**src/design/ddf_defines.svh**
```systemverilog
/*
  timing counts, fixed offsets and command codes for the dual-die flash host.
  assumes a 100 ns controller clock and 16-bit word addressing on the flash.
*/
`ifndef DDF_DEFINES_SVH
`define DDF_DEFINES_SVH

`define DDF_CLK_PERIOD_NS 100
`define DDF_CYC_UP(ns) (((ns) + `DDF_CLK_PERIOD_NS - 1) / `DDF_CLK_PERIOD_NS)

// access, write pulse, reset pulse and ready-busy valid times
`define DDF_T_ACC_NS 110
`define DDF_T_WP_NS 35
`define DDF_T_RP_NS 200
`define DDF_T_BUSY_NS 500
`define DDF_ACC_CYC `DDF_CYC_UP(`DDF_T_ACC_NS)
`define DDF_WP_CYC `DDF_CYC_UP(`DDF_T_WP_NS)
`define DDF_RP_CYC `DDF_CYC_UP(`DDF_T_RP_NS)
`define DDF_BUSY_CYC `DDF_CYC_UP(`DDF_T_BUSY_NS)
`define DDF_SYNC_LAT 3

// address layout
`define DDF_ADDR_W 27
`define DDF_DIE_BIT 26
`define DDF_SECT_LSB 16
`define DDF_SECT_BITS 10
`define DDF_DATA_W 16

// command offsets and data
`define DDF_OFS_UNLOCK1 11'h555
`define DDF_OFS_UNLOCK2 11'h2AA
`define DDF_DAT_UNLOCK1 16'h00AA
`define DDF_DAT_UNLOCK2 16'h0055
`define DDF_DAT_ERASE_SETUP 16'h0080
`define DDF_DAT_SECT_ERASE 16'h0030
`define DDF_DAT_ID_ENTER 16'h0090
`define DDF_DAT_ID_EXIT 16'h00F0
`define DDF_OFS_PROT_VERIFY 16'h0002

// last step index per operation
`define DDF_LAST_READ 3'h0
`define DDF_LAST_ERASE 3'h5
`define DDF_LAST_ID 3'h4

`endif

```
**src/design/ddf_pkg.sv**
```systemverilog
/*
  types for the dual-die flash host.
  assumes nothing beyond the defines header.
*/
package ddf_pkg;
  typedef enum logic [1:0] {
    DDF_OP_READ = 2'h0,
    DDF_OP_ERASE = 2'h1,
    DDF_OP_ID = 2'h2,
    DDF_OP_PROT = 2'h3
  } ddf_op_e;

  typedef enum logic [2:0] {
    DDF_ST_IDLE = 3'h0,
    DDF_ST_SETUP = 3'h1,
    DDF_ST_STROBE = 3'h3,
    DDF_ST_HOLD = 3'h2,
    DDF_ST_NEXT = 3'h6,
    DDF_ST_WAIT = 3'h7,
    DDF_ST_RESET = 3'h5
  } ddf_state_e;
endpackage : ddf_pkg

```
**src/design/ddf_sync.sv**
```systemverilog
/*
  three-flop pin synchroniser; the output follows once stages two and three agree.
  assumes pins asynchronous to ref_clk and an active-low async reset.
*/
`timescale 1ns/100ps
module ddf_sync #(
  parameter int WIDTH = 1,
  parameter logic [WIDTH-1:0] INIT = '0
) (
  input wire logic ref_clk,
  input wire logic nrst,
  input wire logic [WIDTH-1:0] pin,
  output logic [WIDTH-1:0] level_q
);
  logic [WIDTH-1:0] s1_q;
  logic [WIDTH-1:0] s2_q;
  logic [WIDTH-1:0] s3_q;
  logic [WIDTH-1:0] level_d;

  // per bit: follow only when stages two and three agree
  genvar gi;
  generate
    for (gi = 0; gi < WIDTH; gi++) begin : g_bit
      assign level_d[gi] = (s2_q[gi] == s3_q[gi]) ? s3_q[gi] : level_q[gi];
    end
  endgenerate

  always_ff @(posedge ref_clk or negedge nrst) begin
    if (!nrst) begin
      s1_q <= INIT;
      s2_q <= INIT;
      s3_q <= INIT;
      level_q <= INIT;
    end else begin
      s1_q <= pin;
      s2_q <= s1_q;
      s3_q <= s2_q;
      level_q <= level_d;
    end
  end
endmodule : ddf_sync

```
**src/design/ddf_host.sv**
```systemverilog
/*
  host controller for a two-die parallel flash behind one chip select:
  array reads, sector erase, identification and protect-verify reads.
  assumes the flash pins are wired directly; dq is resolved outside from dq_oe_n.
*/
`timescale 1ns/100ps
`include "ddf_defines.svh"
module ddf_host
  import ddf_pkg::*;
(
  input wire logic ref_clk,
  input wire logic nrst,
  input wire logic cmd_valid,
  input wire logic [1:0] cmd_op,
  input wire logic cmd_die,
  input wire logic [25:0] cmd_addr,
  input wire logic [3:0] cmd_id_ofs,
  input wire logic hw_reset_req,
  input wire logic wp_enable,
  output logic cmd_ready_q,
  output logic rsp_valid_q,
  output logic [15:0] rsp_data_q,
  output logic [26:0] flash_addr_q,
  output logic [15:0] dq_out_q,
  output logic dq_oe_n_q,
  input wire logic [15:0] dq_in,
  output logic ce_n_q,
  output logic oe_n_q,
  output logic we_n_q,
  output logic flash_reset_n_q,
  output logic wp_n_q,
  input wire logic ready_busy_n
);
  ////////////////////////////////////////////////////////////////////////////
  ddf_state_e st_q;
  ddf_state_e st_d;
  logic [1:0] op_q;
  logic die_q;
  logic [25:0] addr_q;
  logic [3:0] id_ofs_q;
  logic [2:0] step_q;
  logic [7:0] cnt_q;
  logic [15:0] dq_s;
  logic rb_s;

  ddf_sync #(.WIDTH(1), .INIT(1'b1)) u_rb_sync (
    .ref_clk(ref_clk),
    .nrst(nrst),
    .pin(ready_busy_n),
    .level_q(rb_s)
  );
  ddf_sync #(.WIDTH(16), .INIT(16'h0000)) u_dq_sync (
    .ref_clk(ref_clk),
    .nrst(nrst),
    .pin(dq_in),
    .level_q(dq_s)
  );

  ////////////////////////////////////////////////////////////////////////////
  // step table: die base on every command address
  wire [26:0] die_base = {die_q, 26'h0000000};
  wire [26:0] a_unl1 = die_base | {16'h0000, `DDF_OFS_UNLOCK1};
  wire [26:0] a_unl2 = die_base | {16'h0000, `DDF_OFS_UNLOCK2};
  wire [26:0] a_sect = {die_q, addr_q[25:`DDF_SECT_LSB], 16'h0000};
  wire [26:0] a_enter = (op_q == DDF_OP_PROT) ? (a_sect | {16'h0000, `DDF_OFS_UNLOCK1}) : a_unl1;
  wire [26:0] a_idrd = (op_q == DDF_OP_PROT) ? (a_sect | {11'h000, `DDF_OFS_PROT_VERIFY})
                                             : (die_base | {23'h000000, id_ofs_q});
  wire [26:0] a_array = {die_q, addr_q};
  wire is_read_op = (op_q == DDF_OP_READ);
  wire is_erase_op = (op_q == DDF_OP_ERASE);
  wire [2:0] last_step = is_read_op ? `DDF_LAST_READ : (is_erase_op ? `DDF_LAST_ERASE : `DDF_LAST_ID);
  wire unl1 = (step_q == 3'h0) || (is_erase_op && step_q == 3'h3);
  wire unl2 = (step_q == 3'h1) || (is_erase_op && step_q == 3'h4);
  wire step_read = is_read_op || (!is_erase_op && step_q == 3'h3);
  wire [26:0] step_addr = is_read_op ? a_array :
                          unl1 ? a_unl1 :
                          unl2 ? a_unl2 :
                          is_erase_op ? ((step_q == 3'h2) ? a_unl1 : a_sect) :
                          (step_q == 3'h2) ? a_enter :
                          (step_q == 3'h3) ? a_idrd : die_base;
  wire [15:0] step_data = unl1 ? `DDF_DAT_UNLOCK1 :
                          unl2 ? `DDF_DAT_UNLOCK2 :
                          is_erase_op ? ((step_q == 3'h2) ? `DDF_DAT_ERASE_SETUP : `DDF_DAT_SECT_ERASE) :
                          (step_q == 3'h2) ? `DDF_DAT_ID_ENTER : `DDF_DAT_ID_EXIT;
  wire [7:0] strobe_cyc = step_read ? 8'(`DDF_ACC_CYC + `DDF_SYNC_LAT) : 8'(`DDF_WP_CYC);
  wire cnt_done = (cnt_q == 8'h01);
  wire take_cmd = (st_q == DDF_ST_IDLE) && cmd_valid && !hw_reset_req;

  ////////////////////////////////////////////////////////////////////////////
  always_comb begin
    st_d = st_q;
    unique case (st_q)
      DDF_ST_IDLE: begin
        if (hw_reset_req) begin
          st_d = DDF_ST_RESET;
        end else if (cmd_valid) begin
          st_d = DDF_ST_SETUP;
        end
      end
      DDF_ST_SETUP: st_d = DDF_ST_STROBE;
      DDF_ST_STROBE: st_d = cnt_done ? DDF_ST_HOLD : DDF_ST_STROBE;
      DDF_ST_HOLD: st_d = DDF_ST_NEXT;
      DDF_ST_NEXT: begin
        if (step_q != last_step) begin
          st_d = DDF_ST_SETUP;
        end else begin
          st_d = is_erase_op ? DDF_ST_WAIT : DDF_ST_IDLE;
        end
      end
      DDF_ST_WAIT: st_d = (cnt_q == 8'h00 && rb_s) ? DDF_ST_IDLE : DDF_ST_WAIT;
      DDF_ST_RESET: st_d = cnt_done ? DDF_ST_IDLE : DDF_ST_RESET;
      default: st_d = DDF_ST_IDLE;
    endcase
  end

  always_ff @(posedge ref_clk or negedge nrst) begin
    if (!nrst) begin
      st_q <= DDF_ST_RESET;
      cnt_q <= 8'(`DDF_RP_CYC);
    end else begin
      st_q <= st_d;
      if (st_q == DDF_ST_SETUP) begin
        cnt_q <= strobe_cyc;
      end else if (st_q == DDF_ST_NEXT) begin
        cnt_q <= 8'(`DDF_BUSY_CYC + `DDF_SYNC_LAT);
      end else if (take_cmd || st_q == DDF_ST_HOLD) begin
        cnt_q <= 8'h00;
      end else if (st_q == DDF_ST_IDLE && hw_reset_req) begin
        cnt_q <= 8'(`DDF_RP_CYC);
      end else if (cnt_q != 8'h00) begin
        cnt_q <= cnt_q - 8'h01;
      end
    end
  end

  always_ff @(posedge ref_clk or negedge nrst) begin
    if (!nrst) begin
      op_q <= 2'h0;
      die_q <= 1'b0;
      addr_q <= 26'h0000000;
      id_ofs_q <= 4'h0;
      step_q <= 3'h0;
    end else if (take_cmd && !hw_reset_req) begin
      op_q <= cmd_op;
      die_q <= cmd_die;
      addr_q <= cmd_addr;
      id_ofs_q <= cmd_id_ofs;
      step_q <= 3'h0;
    end else if (st_q == DDF_ST_NEXT && step_q != last_step) begin
      step_q <= step_q + 3'h1;
    end
  end

  ////////////////////////////////////////////////////////////////////////////
  // pin drive: one shared chip select, both dies see every write
  always_ff @(posedge ref_clk or negedge nrst) begin
    if (!nrst) begin
      flash_addr_q <= 27'h0000000;
      dq_out_q <= 16'h0000;
      dq_oe_n_q <= 1'b1;
      ce_n_q <= 1'b1;
      oe_n_q <= 1'b1;
      we_n_q <= 1'b1;
    end else begin
      if (st_q == DDF_ST_SETUP) begin
        flash_addr_q <= step_addr;
        dq_out_q <= step_read ? 16'h0000 : step_data;
        dq_oe_n_q <= step_read;
      end else if (st_q == DDF_ST_NEXT) begin
        dq_oe_n_q <= 1'b1;
      end
      ce_n_q <= !(st_d == DDF_ST_SETUP || st_d == DDF_ST_STROBE || st_d == DDF_ST_HOLD);
      oe_n_q <= !(st_d == DDF_ST_STROBE && step_read);
      we_n_q <= !(st_d == DDF_ST_STROBE && !step_read);
    end
  end

  always_ff @(posedge ref_clk or negedge nrst) begin
    if (!nrst) begin
      flash_reset_n_q <= 1'b0;
      wp_n_q <= 1'b0;
      cmd_ready_q <= 1'b0;
      rsp_valid_q <= 1'b0;
      rsp_data_q <= 16'h0000;
    end else begin
      flash_reset_n_q <= (st_d != DDF_ST_RESET);
      wp_n_q <= !wp_enable;
      cmd_ready_q <= (st_d == DDF_ST_IDLE);
      rsp_valid_q <= (st_q != DDF_ST_IDLE && st_q != DDF_ST_RESET && st_d == DDF_ST_IDLE);
      if (st_q == DDF_ST_STROBE && cnt_done && step_read) begin
        rsp_data_q <= dq_s;
      end else if (take_cmd) begin
        rsp_data_q <= 16'h0000;
      end
    end
  end

  ////////////////////////////////////////////////////////////////////////////
  // checks
  logic we_prev_q;
  always_ff @(posedge ref_clk or negedge nrst) begin
    if (!nrst) begin
      we_prev_q <= 1'b1;
    end else begin
      we_prev_q <= we_n_q;
    end
  end
  wire wr_start = we_prev_q && !we_n_q;
  AST_UNLOCK1: assert property (@(posedge ref_clk) disable iff (!nrst)
    wr_start && dq_out_q == `DDF_DAT_UNLOCK1 |-> flash_addr_q[10:0] == `DDF_OFS_UNLOCK1)
    else $error("first unlock write at wrong offset");
  AST_UNLOCK2: assert property (@(posedge ref_clk) disable iff (!nrst)
    wr_start && dq_out_q == `DDF_DAT_UNLOCK2 |-> flash_addr_q[10:0] == `DDF_OFS_UNLOCK2)
    else $error("second unlock write at wrong offset");
  AST_DIE_BASE: assert property (@(posedge ref_clk) disable iff (!nrst)
    wr_start |-> flash_addr_q[`DDF_DIE_BIT] == die_q)
    else $error("command write lacks die base");
  AST_ERASE_SECT: assert property (@(posedge ref_clk) disable iff (!nrst)
    wr_start && dq_out_q == `DDF_DAT_SECT_ERASE |-> flash_addr_q[15:0] == 16'h0000 && !dq_oe_n_q)
    else $error("erase confirm not at sector start");
  AST_ERASE_WAIT: assert property (@(posedge ref_clk) disable iff (!nrst)
    $rose(we_n_q) && dq_out_q == `DDF_DAT_SECT_ERASE |-> ##[1:3] st_q == DDF_ST_WAIT)
    else $error("erase confirm not followed by busy wait");
  AST_ARG_DIE: assert property (@(posedge ref_clk) disable iff (!nrst)
    wr_start && is_erase_op && step_q == 3'h5 |-> flash_addr_q[26:16] == {die_q, addr_q[25:16]})
    else $error("sector argument routed to wrong die");
  AST_RSP_DIE: assert property (@(posedge ref_clk) disable iff (!nrst)
    $fell(oe_n_q) && !is_read_op |-> flash_addr_q[`DDF_DIE_BIT] == die_q && dq_oe_n_q)
    else $error("response read on wrong die");
  AST_READ_HOLD: assert property (@(posedge ref_clk) disable iff (!nrst)
    $fell(oe_n_q) |-> !oe_n_q [*5] ##1 oe_n_q)
    else $error("read strobe length wrong");
  AST_RESET_PULSE: assert property (@(posedge ref_clk) disable iff (!nrst)
    $fell(flash_reset_n_q) |-> !flash_reset_n_q [*2] ##1 flash_reset_n_q)
    else $error("flash reset pulse length wrong");
  AST_READY_WAIT: assert property (@(posedge ref_clk) disable iff (!nrst)
    st_q == DDF_ST_WAIT && !rb_s |=> st_q == DDF_ST_WAIT)
    else $error("left busy wait while flash busy");

  COV_ERASE: cover property (@(posedge ref_clk) disable iff (!nrst)
    st_q == DDF_ST_WAIT ##1 st_q == DDF_ST_IDLE);
  COV_ID_DIE1: cover property (@(posedge ref_clk) disable iff (!nrst)
    $fell(oe_n_q) && op_q == DDF_OP_ID && die_q);
  COV_PROT: cover property (@(posedge ref_clk) disable iff (!nrst)
    rsp_valid_q && op_q == DDF_OP_PROT);
endmodule : ddf_host

```
**config.mk**
```make
export PLATFORM = sky130hd
export DESIGN_NAME = ddf_host
export DESIGN_NICKNAME = d
export VERILOG_FILES = /design/src/design/ddf_pkg.sv /design/src/design/ddf_sync.sv /design/src/design/ddf_host.sv
export VERILOG_INCLUDE_DIRS = /design/src /design/src/design
export SDC_FILE = /design/constraint.sdc
export NUM_CORES = 1
export LEC_CHECK = 0
export BUFFER_PORTS_ARGS = -buffer_cell sky130_fd_sc_hd__buf_2
export CAP_MARGIN = 10
export CORE_MARGIN = 2
export CORE_UTILIZATION = 53
export DETAILED_ROUTE_END_ITERATION = 8
export GPL_TIMING_DRIVEN = 0
export PLACE_DENSITY = 0.8
export SYNTH_ARGS = -nofsm -noshare
export SYNTH_HDL_FRONTEND = slang
export SYNTH_SLANG_ARGS = --single-unit
```
**constraint.sdc**
```tcl
create_clock -name ref_clk -period 3.8 [get_ports ref_clk]
set_clock_uncertainty 0.15 [all_clocks]
set_input_delay 0.57 -clock ref_clk [delete_from_list [all_inputs] [get_ports ref_clk]]
set_output_delay 0.57 -clock ref_clk [all_outputs]
set_load 0.005 [all_outputs]
```
* Word level (Yosys, flattened, before mapping)
Index checks and enable logic that the tools add are counted. W data, S select, Z words.
Word-level totals: input bits 55, flip-flop bits (word level) 182
Operators by class: eq/ne operators 36, bitwise operators 1, reduce and logical (&&, ||, !) cells 39, multiplexer cells 37, $add $sub $neg 2
Operators by type and width (number):
- $mux W27 | 7
- $mux W8 | 10
- $mux W26 | 2
- $mux W16 | 2
- $mux W3 | 10
- $or A27 B4 Y27 | 1
- $pmux W3 S7 | 1
- $eq A3 B2 Y1 const B | 6
- $eq A1 B1 Y1 | 17
- $logic_and A1 B1 Y1 | 15
- $eq A3 B3 Y1 const B | 4
- $eq A3 B1 Y1 const B | 3
- $logic_not A3 Y1 | 3
- $eq A8 B1 Y1 const B | 1
- $logic_not A8 Y1 | 1
- $reduce_bool A8 Y1 | 1
- $sub A8 B1 Y8 const B | 1
- $logic_not A1 Y1 | 7
- $mux W7 | 1
- $logic_or A1 B1 Y1 | 6
- $ne A3 B3 Y1 const B | 2
- $reduce_bool A2 Y1 | 3
- $reduce_bool A5 Y1 | 1
- $mux W1 | 4
- other kinds (6) | 6

* Longest topological paths before layout
depth in word-level cells 10, depth in mapped cells 8

* Hierarchy
From an unflattened synthesis, not the netlist that was laid out.
Second synthesis, totals: cells, all modules 523, area, all modules 6603.8 sq um
By module, submodules not included:
- ddf_host | instances 1, cells each 438, area each 4705.8 sq um, sequential area each 2611.3 sq um
- ddf_sync at u_dq_sync | instances 1, cells each 80, area each 1781.7 sq um, sequential area each 1601.5 sq um
- ddf_sync at u_rb_sync | instances 1, cells each 5, area each 116.4 sq um, sequential area each 105.1 sq um

* Least setup slack after synthesis
OpenSTA, ideal clock, no wires.
path type register to register, start point reg step_q[2], end point reg rsp_data_q[6], library setup time 123 ps, cell stages (with the launch flop) 9, path buffers 3, clock period less this slack 2082 ps, arrival time 1809 ps, slack 1718 ps, path through dfrtp_1 clkbuf_1 inv_1 ha_1 o21ai_1 or4_4 buf_6 buf_12 mux2i_1
Between the ends: longest elaborated chain between the ends 5
RTL lines:
- from (decl) | line ddf_host.sv:41 | logic [2:0] step_q;
- from (signal assigned) | line ddf_host.sv:150 | step_q <= step_q + 3'h1;
- $eq A3 B2 Y1 * | line ddf_host.sv:74 | wire step_read = is_read_op || (!is_erase_op && step_q == 3'h3);
- $logic_and A1 B1 Y1 * | line ddf_host.sv:74
- $logic_or A1 B1 Y1 * | line ddf_host.sv:74
- $logic_and A1 B1 Y1 * | line ddf_host.sv:190 | if (st_q == DDF_ST_STROBE && cnt_done && step_read) begin
- $mux W16 or $reduce_bool A2 Y1 (tied branches)
- to (signal assigned) | line ddf_host.sv:191 | rsp_data_q <= dq_s;
- to (decl) | line ddf_host.sv:22 | output logic [15:0] rsp_data_q,
Mark *: on every way between the ends. The rest lies on a longest branch, timed or not. A chain may end at the register's enable or synchronous reset.

* Worst setup path in the final report
start point reg step_q[2], end point reg flash_addr_q[22]
Between the ends: longest elaborated chain between the ends 7
RTL lines:
- $eq A3 B2 Y1 | line ddf_host.sv:72, ddf_host.sv:80
- $mux W27 | line ddf_host.sv:80 | (step_q == 3'h3) ? a_idrd : die_base;
- $mux W27 | line ddf_host.sv:79 | (step_q == 3'h2) ? a_enter :
- $mux W27 | line ddf_host.sv:78 | is_erase_op ? ((step_q == 3'h2) ? a_unl1 : a_sect) :
- $mux W27 | line ddf_host.sv:77 | unl2 ? a_unl2 :
- $mux W27 * | line ddf_host.sv:76 | unl1 ? a_unl1 :
- $mux W27 * | line ddf_host.sv:75 | wire [26:0] step_addr = is_read_op ? a_array :
- to (signal assigned) | line ddf_host.sv:166 | flash_addr_q <= step_addr;
- to (decl) | line ddf_host.sv:23 | output logic [26:0] flash_addr_q,
Marks and branches as above.

==> results.rst <==
.. list-table::
   :header-rows: 1

   * - Metric
     - Value
   * - Launch point of the worst reg-to-reg path
     - step_q[2]
   * - Instance area after placement
     - 0.00767 mm^2
   * - Width of the die
     - 118 um
   * - FFs w/ async S/R, synth
     - 100%
   * - Starting DRT DRC Count
     - between 200 and 300
   * - Required time reported for the critical path endpoint
     - ~3.9 ns
   * - Layout cells sized above 1
     - approximately 28%
   * - Synthesis warning total
     - 0
   * - Combined global-route utilization of all metal layers
     - a little over a fifth
   * - Number of max-slew violations in the final report
     - 0
   * - Pre-antenna DRT Iters
     - 5
   * - Area growth from synthesis to layout
     - 21.3%
   * - Syn_area_per_cell
     - about 12 um^2
   * - Synth area leader
     - dfrtp_1
   * - Static leakage
     - 4.16 nW
   * - Post-CTS Hold Buffers
     - 1
   * - Largest net degree at the start of global routing
     - between 100 and 150
   * - Max_slew headroom
     - between 40% and 50%
   * - Number of failing hold endpoints at the final stage
     - 0
   * - TritonCTS sink count
     - 172
   * - Count of pins on the block boundary
     - approximately 120
   * - Global-route wire length before repair
     - ~23000 um
   * - Die area
     - between 0.01 and 0.015 mm^2
   * - Nature of the critical path endpoint
     - flop
   * - Category of the critical setup timing path
     - flop to flop
   * - Buffers on Ports
     - around 110
   * - MaxCap Viol Count
     - 0
   * - Clock period minus final worst setup slack
     - 2.50 ns
   * - Net total in the final layout
     - 765
   * - Worst IR Drop VDD
     - around 0.41 mV
   * - Actual transition at the worst max-transition pin
     - about 0.78 ns
   * - Final global-route overflow total
     - 0
   * - Number of global-route vias before repair
     - 4715
   * - Post-CTS setup-driven buffer insertion count
     - 0
   * - Leading cell types by count after synthesis
     - dfrtp_1, nand2_1, inv_1, nand3_1
   * - Total power draw
     - roughly 3.8 mW
   * - Sequential fraction of the synthesis area
     - 63.2%
   * - Number of standard cells after synthesis
     - between 500 and 600
   * - WP data arrival
     - between 2 and 3 ns
   * - Share of the synthesized area in the top cell type
     - roughly 59%
   * - Clock transition time at the flip-flop clock pins of the worst setup and hold paths
     - about 0.060 ns
   * - Number of flops mapped to enable cells by yosys
     - 0
   * - Endpoint of the most critical setup path
     - flash_addr_q[22]
   * - Beginning of the critical path
     - step_q[2]
   * - Core region area
     - about 0.013 mm^2
   * - Final std cell area, no fill
     - just over 0.008 mm^2
   * - Half-perimeter wire length after placement
     - 9800 um
   * - Highest fanout seen on the critical path
     - 10
   * - Post-synth top flop
     - dfrtp_1
   * - Type of origin of the critical path
     - flop
   * - Number of buffers created by CTS
     - 17
   * - Final setup violation count
     - 0
   * - Register bit total from synthesis
     - approximately 170
   * - Count of instances resized after the clock tree is built
     - 0
   * - Routed via count
     - between 4000 and 5000
   * - Post-detailed-route count of antenna-violating nets
     - 0
   * - Top cells by area in the synthesized netlist
     - dfrtp_1, mux2_2, dfstp_2
   * - Capture point of the worst reg-to-reg path
     - flash_addr_q[22]
   * - Distinct cell type count of the synthesized netlist
     - 59
   * - Starting utilization of the core area
     - 54.1%
   * - Detailed-route wire length per cell
     - 15.7 um
   * - Number of core rows
     - between 40 and 50
   * - P per Cell Area
     - 460 mW/mm^2
   * - Final RePlAce weighted congestion
     - 0.905
   * - Clock insertion delay at the later pin of the skew report
     - about 0.43 ns
   * - Mean number of vias per cell
     - ~5.3
   * - Type of the tightest min-delay check
     - primary input to flop
   * - Initial antenna violation count
     - 0
   * - Register-to-register setup slack
     - between 1 and 1.5 ns
   * - Floorplan die height
     - 118 um
   * - Clock tree from TritonCTS
     - built
   * - Post-Synthesis Cell Area
     - slightly below 0.007 mm^2
   * - Highest clock rate
     - approximately 0.4 GHz
   * - Longest Clk Path Bufs
     - 2
   * - Final worst path period share
     - ~66%
   * - Unrepaired setup endpoints after global routing
     - false
   * - Number of antenna cells inserted
     - 0
   * - Wire length reported by the detailed router
     - about 14000 um
   * - R2R cell count
     - 7
   * - Library cell with the highest instance count after synthesis
     - dfrtp_1
   * - Post-Route Setup TNS
     - 0 ns
   * - DRC errors left
     - 0
   * - Buffer cell driving the clock tree root
     - clkbuf_16
   * - H-tree levels
     - 4
   * - Status
     - completed
## area by class of cell
class	count	area [um^2]
clock inverters	10	138
multi-input cells	335	2250
repair buffers	115	613
fillers	979	4340
flip-flops and latches	172	4320
inverters	28	105
well taps	172	215
clock buffers	21	460
plain buffers	33	185
## sequential cells by signal (all words and copies together), names as in the netlist, 2 cells and up
signal             flops
u_dq_sync.s3_q        16
cnt_q                  8
u_dq_sync.s1_q        16
id_ofs_q               4
st_q                   3
step_q                 3
flash_addr_q          27
dq_out_q               6
rsp_data_q            16
addr_q                26
u_dq_sync.s2_q        16
op_q                   2
u_dq_sync.level_q     16
## cells in the final DEF, fill, tap and decap left out, types with 3 or more instances in the layout
master     count
o31ai_1        5
and2_1         6
xor2_1         4
dfstp_2       11
conb_1         8
mux2_1         6
maj3_1        17
nor2_1        27
nand2_1       65
o21ai_1        4
mux2i_1       20
bufinv_16      3
mux2_2        27
nand2b_1       6
ha_1           8
clkbuf_1      23
clkbuf_16     17
a21oi_1       17
buf_4         10
nor2b_1        8
clkinv_2       3
buf_2        112
nor3_1         5
dfrtp_1      161
inv_1         28
o211ai_1      10
a21o_1         5
o21ai_0       13
o22a_1         4
nand3_1       28
a31oi_1        3
a22o_1         3
## routing by layer
layer | track usage, % | routed length (um) | vias up
li1 | - | - | 2189
met1 | 27.7 | 5880 | 2329
met2 | 32.9 | 6740 | 178
met3 | 6.98 | 870 | 32
met4 | 9.49 | 387 | 0
met5 | 0 | 0 | -
## worst min-delay path by stage
stage | from | end | cells past startpoint
detailed placement | u_dq_sync.s1_q[5] | u_dq_sync.s2_q[5] | 0
finish | ready_busy_n | u_rb_sync.s1_q | 1
global route | dq_in[9] | u_dq_sync.s1_q[9] | 1
floorplan | nrst | addr_q[0] | 0
CTS | dq_in[14] | u_dq_sync.s1_q[14] | 1
global placement | u_dq_sync.s1_q[5] | u_dq_sync.s2_q[5] | 0
## kinds of logic (layout without fill, tap and decap cells)
| logic type | count (synthesis) | count (layout) | share of synthesized area (%) |
|---|---|---|---|
| buf+inv | 61 | 207 | 4.25 |
| compound gates | 80 | 80 | 7.86 |
| flops | 172 | 172 | 63.2 |
| simple gates | 165 | 165 | 11.8 |
| other cells | 1 | 8 | 0.0549 |
| mux | 53 | 53 | 8.37 |
| fa+ha+maj | 25 | 25 | 3.96 |
| xor+xnor | 4 | 4 | 0.513 |
## critical path, cell delays in order (launching register included)
cell      delay, ns
dfrtp_1        0.41
clkbuf_1       0.35
inv_1          0.09
ha_1           0.29
inv_1          0.14
a21oi_1        0.08
o21ai_1        0.62
o211ai_1       0.21
## report_power, final
group | total, mW | switching, mW | internal (mW)
combinational | 0.132 | 0.0722 | 0.0597
clock | 1.75 | 0.689 | 1.07
sequential | 1.92 | 0.0303 | 1.89
total | 3.81 | 0.791 | 3.02
## per-stage QoR
step	util (%)	instances	hold WS [ns]	setup slack (ns)
floorplan	-	568	0.124	1.72
global placement	60.5	853	0.182	-0.421
detailed placement	60.8	854	0.185	1.30
CTS	65.6	886	0.0777	1.34
global route	65.6	886	0.0741	1.15
finish	65.6	886	0.0947	1.30
Power figures use the tool's default switching activity.
